**src/clpv_pkg.sv**
```systemverilog
package clpv_pkg;

    // ****************************************
    // Register indices behind the index/data port pair
    // ****************************************
    localparam logic [7:0] CLPV_IDX_LINE_PITCH_LOW = 8'h13;
    localparam logic [7:0] CLPV_IDX_UL_ADDR_MODE = 8'h14;
    localparam logic [7:0] CLPV_IDX_VB_START_LOW = 8'h15;
    localparam logic [7:0] CLPV_IDX_VB_END = 8'h16;

    // ****************************************
    // Field positions of underline_and_addr_mode, and bits used of the blank end register
    // ****************************************
    localparam int CLPV_BIT_DWM = 6;
    localparam int CLPV_BIT_CB4 = 5;
    localparam int CLPV_UL_ROW_HI = 4;
    localparam int CLPV_UL_ROW_LO = 1;
    localparam int CLPV_BIT_UL_EN = 0;
    localparam int CLPV_VB_END_USED = 7;

    // ****************************************
    // Values after reset
    // ****************************************
    localparam logic [7:0] CLPV_RST_INDEX = 8'h00;
    localparam logic [7:0] CLPV_RST_PITCH = 8'h00;
    localparam logic [7:0] CLPV_RST_UL_MODE = 8'h00;
    localparam logic [7:0] CLPV_RST_VB_START = 8'h00;
    localparam logic [7:0] CLPV_RST_VB_END = 8'h00;

    // ****************************************
    // Counts and attribute pattern
    // ****************************************
    localparam logic [1:0] CLPV_CB4_LAST = 2'h3;
    localparam logic [7:0] CLPV_UL_ATTR_MASK = 8'h77;
    localparam logic [7:0] CLPV_UL_ATTR_VALUE = 8'h01;
    localparam int CLPV_NORMAL_STEP_SHIFT = 1;
    localparam int CLPV_DWORD_STEP_SHIFT = 3;

    // ****************************************
    // Index/data port request
    // ****************************************
    typedef struct packed {
        logic dataSel;
        logic write;
        logic read;
        logic [7:0] wdata;
    } clpv_io_req_t;

endpackage

```
**src/clpv_crtc_line.sv**
```systemverilog
`timescale 1ns/10ps
module clpv_crtc_line
    import clpv_pkg::*;
#(
    parameter int AW = 20
) (
    input wire logic clk,
    input wire logic reset,
    input wire clpv_io_req_t ioReq,
    output logic [7:0] ioRdata,
    output logic ioRdHit,
    input wire logic [1:0] pitchHigh,
    input wire logic [AW-1:0] startAddress,
    input wire logic vbStartBit8,
    input wire logic vbStartBit9,
    input wire logic vbStartBit10,
    input wire logic byteModeSel,
    input wire logic addrSize15,
    input wire logic frameStart,
    input wire logic lineStart,
    input wire logic charTick,
    input wire logic displayActive,
    input wire logic [10:0] scanLine,
    input wire logic textMode,
    input wire logic [3:0] rowScan,
    input wire logic [7:0] charAttr,
    output logic [AW-1:0] fbAddr,
    output logic [9:0] lineWidth,
    output logic underlineOn,
    output logic vertBlank
);

    // ****************************************
    // Elaboration checks
    // ****************************************
    if (AW < 16) begin : g_aw_check
        $error("clpv_crtc_line: AW must be at least 16");
    end

    // ****************************************
    // State
    // ****************************************
    typedef struct packed {
        logic [7:0] index;
        logic [7:0] pitchLow;
        logic [7:0] ulMode;
        logic [7:0] vbStartLow;
        logic [7:0] vbEnd;
        logic [AW-1:0] lineAddr;
        logic [AW-1:0] count;
        logic [1:0] div4;
        logic [AW-1:0] fbAddr;
        logic underline;
        logic blank;
        logic [7:0] rdata;
        logic rdHit;
    } clpv_state_t;

    clpv_state_t st_r;
    clpv_state_t st_nxt;

    logic double_word_addressing;
    logic cb4;
    logic [3:0] ulRow;
    logic ulEnable;
    logic [10:0] vbStart;
    logic [AW-1:0] lineStep;
    logic countAdvance;
    logic attrMatch;
    logic [AW-1:0] mappedAddr;

    assign lineWidth = {pitchHigh, st_r.pitchLow};
    assign double_word_addressing = st_r.ulMode[CLPV_BIT_DWM];
    assign cb4 = st_r.ulMode[CLPV_BIT_CB4];
    assign ulRow = st_r.ulMode[CLPV_UL_ROW_HI:CLPV_UL_ROW_LO];
    assign ulEnable = st_r.ulMode[CLPV_BIT_UL_EN];
    assign vbStart = {vbStartBit10, vbStartBit9, vbStartBit8, st_r.vbStartLow};

    // Line step in counter units
    assign lineStep = double_word_addressing ? (AW'(lineWidth) << CLPV_DWORD_STEP_SHIFT)
        : (AW'(lineWidth) << CLPV_NORMAL_STEP_SHIFT);
    assign countAdvance = charTick && displayActive
        && (!cb4 || st_r.div4 == CLPV_CB4_LAST);
    assign attrMatch = (charAttr & CLPV_UL_ATTR_MASK) == CLPV_UL_ATTR_VALUE;

    // ****************************************
    // Frame buffer address mapping
    // ****************************************
    // Word mode moves the counter up one bit, low bit from bit 13 or 15
    always_comb begin
        if (double_word_addressing) begin
            mappedAddr = {st_r.count[AW-3:0], st_r.count[13], st_r.count[12]};
        end else if (byteModeSel) begin
            mappedAddr = st_r.count;
        end else begin
            mappedAddr = {st_r.count[AW-2:0], addrSize15 ? st_r.count[15] : st_r.count[13]};
        end
    end

    // ****************************************
    // Next state
    // ****************************************
    always_comb begin
        st_nxt = st_r;
        st_nxt.rdHit = 1'b0;
        // Index/data register port
        if (ioReq.write) begin
            if (!ioReq.dataSel) begin
                st_nxt.index = ioReq.wdata;
            end else begin
                case (st_r.index)
                    CLPV_IDX_LINE_PITCH_LOW: st_nxt.pitchLow = ioReq.wdata;
                    CLPV_IDX_UL_ADDR_MODE: st_nxt.ulMode = ioReq.wdata;
                    CLPV_IDX_VB_START_LOW: st_nxt.vbStartLow = ioReq.wdata;
                    CLPV_IDX_VB_END: st_nxt.vbEnd = ioReq.wdata;
                    default: st_nxt.index = st_r.index;
                endcase
            end
        end
        if (ioReq.read) begin
            st_nxt.rdHit = 1'b1;
            if (!ioReq.dataSel) begin
                st_nxt.rdata = st_r.index;
            end else begin
                case (st_r.index)
                    CLPV_IDX_LINE_PITCH_LOW: st_nxt.rdata = st_r.pitchLow;
                    CLPV_IDX_UL_ADDR_MODE: st_nxt.rdata = st_r.ulMode;
                    CLPV_IDX_VB_START_LOW: st_nxt.rdata = st_r.vbStartLow;
                    CLPV_IDX_VB_END: st_nxt.rdata = st_r.vbEnd;
                    default: begin
                        st_nxt.rdata = 8'h00;
                        st_nxt.rdHit = 1'b0;
                    end
                endcase
            end
        end
        // Memory address counter
        // Frame load beats line step; both restart the count-by-four phase
        if (frameStart) begin
            st_nxt.lineAddr = startAddress;
            st_nxt.count = startAddress;
            st_nxt.div4 = 2'h0;
        end else if (lineStart) begin
            st_nxt.lineAddr = st_r.lineAddr + lineStep;
            st_nxt.count = st_r.lineAddr + lineStep;
            st_nxt.div4 = 2'h0;
        end else begin
            if (charTick && displayActive) begin
                st_nxt.div4 = st_r.div4 + 2'h1;
            end
            if (countAdvance) begin
                st_nxt.count = st_r.count + AW'(1);
            end
        end
        st_nxt.fbAddr = mappedAddr;
        // Underline
        st_nxt.underline = ulEnable && textMode && attrMatch
            && (rowScan == ulRow);
        // Vertical blanking, start wins over end in the same line
        if (scanLine == vbStart) begin
            st_nxt.blank = 1'b1;
        end else if (scanLine[CLPV_VB_END_USED-1:0] == st_r.vbEnd[CLPV_VB_END_USED-1:0]) begin
            st_nxt.blank = 1'b0;
        end
    end

    // ****************************************
    // State register
    // ****************************************
    always_ff @(posedge clk) begin
        if (reset) begin
            st_r <= '0;
            st_r.index <= CLPV_RST_INDEX;
            st_r.pitchLow <= CLPV_RST_PITCH;
            st_r.ulMode <= CLPV_RST_UL_MODE;
            st_r.vbStartLow <= CLPV_RST_VB_START;
            st_r.vbEnd <= CLPV_RST_VB_END;
        end else begin
            st_r <= st_nxt;
        end
    end

    assign ioRdata = st_r.rdata;
    assign ioRdHit = st_r.rdHit;
    assign fbAddr = st_r.fbAddr;
    assign underlineOn = st_r.underline;
    assign vertBlank = st_r.blank;
endmodule

```
**config.mk**
```make
export PLATFORM = sky130hd
export DESIGN_NAME = clpv_crtc_line
export DESIGN_NICKNAME = d
export VERILOG_FILES = /design/src/clpv_pkg.sv /design/src/clpv_crtc_line.sv
export SDC_FILE = /design/constraint.sdc
export NUM_CORES = 1
export LEC_CHECK = 0
export BUFFER_PORTS_ARGS = -buffer_cell sky130_fd_sc_hd__buf_2
export CORE_MARGIN = 8
export CORE_UTILIZATION = 46
export CTS_CLUSTER_DIAMETER = 150
export DETAILED_ROUTE_END_ITERATION = 7
export PLACE_DENSITY = 0.67
export SLEW_MARGIN = 15
export SYNTH_ARGS = -nofsm -noshare
export SYNTH_HDL_FRONTEND = slang
export SYNTH_SLANG_ARGS = --single-unit
```
**constraint.sdc**
```tcl
create_clock -name clk -period 8.4 [get_ports clk]
set_input_delay 0 -clock clk [delete_from_list [all_inputs] [get_ports clk]]
set_output_delay 0 -clock clk [all_outputs]
set_load 0.01 [all_outputs]
```
==> results of run 1 <==
[layer usage]
metal  vias up  wire length (um)
met2       205              9080
met1      2920              8600
met3        29              1270
li1       3056                 -
met4         0               333
met5         -                 0
[cell usage after synthesis, types with 12 or more instances]
| cell | count |
|---|---|
| a21oi_1 | 66 |
| mux2i_1 | 50 |
| clkbuf_1 | 27 |
| o21ai_0 | 31 |
| a21o_1 | 12 |
| inv_1 | 12 |
| ha_1 | 14 |
| a211oi_1 | 15 |
| a31oi_1 | 12 |
| xnor2_1 | 12 |
| buf_4 | 43 |
| buf_2 | 13 |
| a221oi_1 | 13 |
| nor3_1 | 14 |
| xor2_1 | 25 |
| nor2_1 | 100 |
| nand2_1 | 66 |
| dfxtp_1 | 113 |
| nand4_1 | 12 |
[final timing paths]
check / startpoint / endpoint / slack (ns) / depth (start not counted)
worst max-delay path: double_word_addressing / st_r[72] / 5.08 / 8
worst min-delay path: startAddress[5] / st_r[58] / 0.03 / 5
worst max register to register: double_word_addressing / st_r[72] / 5.08 / 8
worst min register to register: ioRdata[7] / ioRdata[7] / 0.45 / 2
[flip-flops by register name, indices dropped and copies added, names as in the netlist, 8 cells and up]
signal,cells
fbAddr,20
ioRdata,8
st_r,72
lineWidth,8
[repair_timing]
action / CTS / global route
setup buffers: 0 / 0
hold endpoints to repair: 84 / 0
setup endpoints to repair: 0 / 0
resized for setup: 0 / 0
hold buffers: 30 / 0
[power groups by stage]
stage	registers, mW	clock network, mW	logic [mW]
after CTS	0.578	0.808	0.161
after floorplan	0.578	0	0.113
final	0.579	0.799	0.162
after global routing	0.581	0.828	0.178
after detailed placement	0.590	0	0.150
after global placement	0.589	0	0.149
[critical path: cells and delay by family (launching register included)]
| kind | cells | cell delay (ns) |
|---|---|---|
| flops | 1 | 0.98 |
| mux | 1 | 0.43 |
| fa+ha+maj | 1 | 0.36 |
| compound gates | 5 | 1.24 |
| simple gates | 1 | 0.15 |
[cell families (layout without fill, tap and decap cells)]
group / Yosys count / after routing
AND/OR/NAND/NOR: 274 / 274
XOR/XNOR: 37 / 37
AO/OA/AOI/OAI: 211 / 211
buffers and inverters: 111 / 185
multiplexers: 60 / 60
adder cells (fa/ha/maj): 15 / 15
flip-flops: 113 / 113
[layout make-up]
| cell class | instances | area (sq um) |
|---|---|---|
| repair buffers | 139 | 856 |
| flip-flops and latches | 113 | 2260 |
| fillers | 1338 | 6500 |
| multi-input cells | 597 | 3930 |
| clock inverters | 14 | 211 |
| clock buffers | 18 | 439 |
| inverters | 14 | 52.6 |
| well taps | 184 | 230 |
[cells in the final DEF (no fill, tap or decap), types with 13 or more instances in the layout]
master	count
a21oi_1	66
a221oi_1	13
clkbuf_16	17
ha_1	14
nor3_1	14
o21ai_0	31
a211oi_1	15
mux2i_1	50
nand2_1	66
dlygate4sd3_1	30
nor2_1	99
buf_2	105
dfxtp_1	112
xor2_1	25
[metrics by stage]
stage | cell area, sq um | total power, mW | std cells | utilization [%] | setup WS (ns)
after floorplan | 6790 | 0.691 | 821 | - | 5.54
after global placement | 7030 | 0.738 | 1017 | 48.6 | 5.12
after detailed placement | 7030 | 0.739 | 1017 | 48.6 | 5.13
after CTS | 7980 | 1.55 | 1079 | 55.1 | 5.10
after global routing | 7980 | 1.59 | 1079 | 55.1 | 4.81
final | 7980 | 1.54 | 1079 | 55.1 | 5.08
==> impl_metrics.csv, run 1 <==
group,metric,value,unit
floorplan,die_w,137,um
global_routing,grt_pass1_vias,5818,
pwr,pwr-share-clk,51.9,%
floorplan,core,14500,sq um
logic_synthesis,synth_top_area_share,33.3,%
logic_synthesis,synth_nets,904,
logic_synthesis,synth_area,6790,sq um
logic_synthesis,synth_adder_area_share,2.88,%
floorplan,rows,44,
sta,hold_violations,0,
clocking,clock_path_buffers,2,
routing,post_drt_wl_per_cell,17.9,um
logic_synthesis,synth_edf_count,0,
min_path,min_path_type,"in -> reg",
global_routing,grt_max_degree,76,
setup_path,cp.required,8.68,ns
sta,tightest_slew,0.998,ns
setup_path,cp_slowest_cell,"dfxtp_2",
sta,whs,0.0255,ns
sta,finalSetupTns,0,ns
routing,initialDrtViolationCount,618,
pwr,vdd_drop_max,0.175,mV
logic_synthesis,synth_seq_cells,113,
logic_synthesis,synth.area.top_cells,"dfxtp_1 33%, mux2i_1 7.4%, nor2_1 5.5%, a21oi_1 4.9%, buf_4 4.8%",
placed_design,routabilityCongestion,0.922,
sta,finalMaxSlewViolations,0,
setup_path,worst_ep_arrival_time,3.60,ns
cells_and_area,nets,965,
routing,ant_nets,0,
pwr,switchingPower,0.380,mW
cells_and_area,n_antenna_cell,0,
sta,fin_crit,3.32,ns
logic_synthesis,synth-xor-area-share,4.77,%
logic_synthesis,synthDistinctLibCells,75,
logic_synthesis,async_flop_share,0,%
routing,dr.pass1.iters,6,
floorplan,io_pins,109,
logic_synthesis,synth_mux_area_share,9.03,%
setup_path,crit_chain,"mux2_2 > ha_1 > o211ai_1 > a21oi_1 > o31ai_2 > a2111oi_2 > o21ai_0 > nor2b_1",
clocking,cts-htree-levels,4,
routing,vias,6210,
global_routing,antenna_found_initial,0,
pwr,p_int,1.16,mW
global_routing,grt_pass1_wl,30500,um
global_routing,gr-max-usage-layer,"met2",
setup_path,critPathMaxFanout,53,
placed_design,numPortBuffers,106,
setup_path,critPathMaxStageDelay,0.98,ns
setup_path,setup.worst_path.end_class,"register",
pwr,combPwrFrac,10.5,%
global_routing,grt_usage,20.5,%
logic_synthesis,synth_simple_gate_area_share,19.9,%
routing,wirelength,19300,um
logic_synthesis,syn_inst,821,
sta,fin_crit_sh,39.5,%
logic_synthesis,synth_compound_area_share,21.2,%
clocking,insertion_delay,0.42,ns
run,maxCapViolations,0,
sta,fmax,301,MHz
setup_path,crit_type,"reg -> reg",
clocking,clkTransAtPathRegs,0.06,ns
setup_path,cp-start-kind,"register",
logic_synthesis,ys_warn_count,0,
status,status,"finished clean",
global_routing,met1_usage,25.8,%
cells_and_area,areaGrowthSynthToFinish,17.6,%
sta,setup_violations,0,
floorplan,die-area,18900,sq um
clocking,cts_tree,"done",
sta,fin_skew,0.00699,ns
logic_synthesis,synth_top_flop_cell,"dfxtp_1",
pwr,p_leak,3.46,nW
pwr,p_seq_share,37.6,%
global_routing,gr-total-overflow,0,
sta,slew_headroom,33.5,%
logic_synthesis,ys_seq_area_share,33.3,%
global_routing,met2_usage,33.5,%
global_routing,use_met3,4.70,%
pwr,power.density,193,nW/um^2
logic_synthesis,syn_avg_cell_area,8.27,sq um
floorplan,start_util,46.9,%
routing,drc,0,
pwr,p_sw_share,24.7,%
clocking,numClockSinks,113,
logic_synthesis,netlist.top_cell.by_area,"dfxtp_1",
clocking,cts_root_buf,"clkbuf_16",
sta,rsz0062_at_grt,"no",
routing,viasPerCell,5.76,
cells_and_area,layout-drive-gt1-share,19.3,%
clocking,cts_buffers,17,
logic_synthesis,synth_top_family_by_area,"compound AO/OA/AOI/OAI gates",
floorplan,die_height,137,um
placed_design,hpwl,13600,um
Note: power is estimated with default switching activity, not from simulation.
==> run 2: changes to the inputs <==
==> constraint.sdc (replaced) <==
create_clock -name clk -period 3.4 [get_ports clk]
set_input_delay 0 -clock clk [delete_from_list [all_inputs] [get_ports clk]]
set_output_delay 0 -clock clk [all_outputs]
set_load 0.01 [all_outputs]
==> run 2 against run 1 <==
  * Sequential share of layout area shrank 0.11 points
  * Sequential power increased by 150%
  * Via count shrank 0.42%
  * Highest routed layer unchanged
==> impl_metrics.csv, run 2 (same netlist as run 1, synthesis figures left out) <==
group,metric,value,unit
status,status,"finished clean",
clocking,insertion_delay,0.42,ns
cells_and_area,nets,968,
cells_and_area,layout-drive-gt1-share,19.5,%
sta,rsz0062_at_grt,"no",
sta,fin_skew,0.00940,ns
sta,finalSetupTns,0,ns
min_path,min_path_type,"in -> reg",
floorplan,io_pins,109,
sta,hold_violations,0,
pwr,power.density,482,nW/um^2
clocking,clock_path_buffers,2,
cells_and_area,areaGrowthSynthToFinish,18.0,%
placed_design,hpwl,13800,um
floorplan,rows,44,
cells_and_area,final_cell_mix,"112 x dfxtp_1, 105 x buf_2, 100 x nor2_1",
clocking,cts-htree-levels,4,
routing,post_drt_wl_per_cell,17.9,um
placed_design,post_dp_cell_area,7070,sq um
clocking,cts_root_buf,"clkbuf_16",
global_routing,antenna_found_initial,0,
global_routing,grt_usage,20.8,%
clocking,cts-resized-gates,0,
floorplan,core,14500,sq um
floorplan,die-area,18900,sq um
sta,fmax,360,MHz
cells_and_area,n_antenna_cell,0,
clocking,numClockSinks,113,
cells_and_area,final_common_cell,"dfxtp_1",
cells_and_area,largest-register,"st_r",
clocking,clkTransAtPathRegs,0.05,ns
global_routing,gr-total-overflow,0,
clocking,cts_buffers,17,
routing,ant_nets,0,
cells_and_area,final_area,8010,sq um
sta,fin_crit_sh,81.8,%
placed_design,numPortBuffers,106,
routing,viasPerCell,5.72,
global_routing,grt_max_degree,65,
pwr,vdd_drop_max,0.341,mV
run,maxCapViolations,0,
clocking,cts_tree,"done",
setup_path,critPathMaxFanout,15,
floorplan,die_w,137,um
floorplan,die_height,137,um
routing,wirelength,19300,um
sta,finalMaxSlewViolations,0,
sta,slew_headroom,51.5,%
sta,fin_crit,2.78,ns
setup_path,crit_type,"reg -> reg",
sta,tightest_slew,0.727,ns
global_routing,grt_pass1_vias,5973,
routing,drc,0,
routing,dr.pass1.iters,7,
setup_path,setup.worst_path.end_class,"register",
setup_path,worst_ep_arrival_time,3.05,ns
setup_path,cp.required,3.67,ns
routing,vias,6184,
floorplan,start_util,46.9,%
setup_path,cp-start-kind,"register",
global_routing,grt_pass1_wl,30900,um
placed_design,routabilityCongestion,0.912,
sta,setup_violations,0,
cells_and_area,largest_register_ff_count,72,
pwr,p_leak,3.49,nW
routing,initialDrtViolationCount,484,
[run 2: metal layers]
| metal | global-route usage [%] | share of wire [%] | routed length (um) |
|---|---|---|---|
| met1 | 26.0 | 44 | 8410 |
| met2 | 33.4 | 46 | 8920 |
| met3 | 5.80 | 7.9 | 1540 |
| met4 | 7.79 | 2.3 | 452 |
| met5 | 0 | 0 | 0 |
[run 2: cell type report]
cell class                      instances  area (sq um)
Multi-Input combinational cell        597          3930
Inverter                               14          52.6
Clock inverter                         11           209
Fill cell                            1345          6470
Tap cell                              184           230
Timing Repair Buffer                  142           873
Sequential cell                       113          2260
Clock buffer                           20           457
[run 2: worst max-delay path, stage by stage (launching register included)]
cell,delay (ns)
dfxtp_2,0.51
mux2_2,0.38
ha_1,0.33
nand2b_1,0.15
a21oi_1,0.14
o31ai_2,0.42
a21oi_1,0.17
o21ai_0,0.39
o211ai_1,0.14
[run 2: final timing paths]
kind	from	cells past startpoint	slack [ns]	end
max	double_word_addressing	8	0.62	st_r[66]
min	ioReq[10]	3	0.02	ioRdata[6]
max reg2reg	double_word_addressing	8	0.62	st_r[66]
min reg2reg	ioRdata[7]	2	0.45	ioRdata[7]
[run 2: repair_timing]
action,CTS,global route
hold buffers,28,0
endpoints found under the hold margin,71,0
setup buffers,0,0
endpoints found under the setup margin,0,0
[run 2: through the flow]
stage               hold WS [ns]  power [mW]  utilization (%)  worst slack (ns)  std cells
global placement           0.256        1.83             48.8             0.671       1022
CTS                      0.00226        3.88             55.3             0.631       1081
floorplan                 0.0918        1.71                -             0.536        821
finish                    0.0199        3.86             55.3             0.620       1081
detailed placement         0.256        1.83             48.8             0.651       1022
global route              0.0119        3.99             55.3             0.399       1081
[run 2: power breakdown]
group	leakage (nW)	total [mW]	internal (mW)	switching [mW]
registers	0.922	1.43	1.37	0.0565
logic	2.24	0.400	0.175	0.225
clock network	0.330	2.03	1.40	0.627
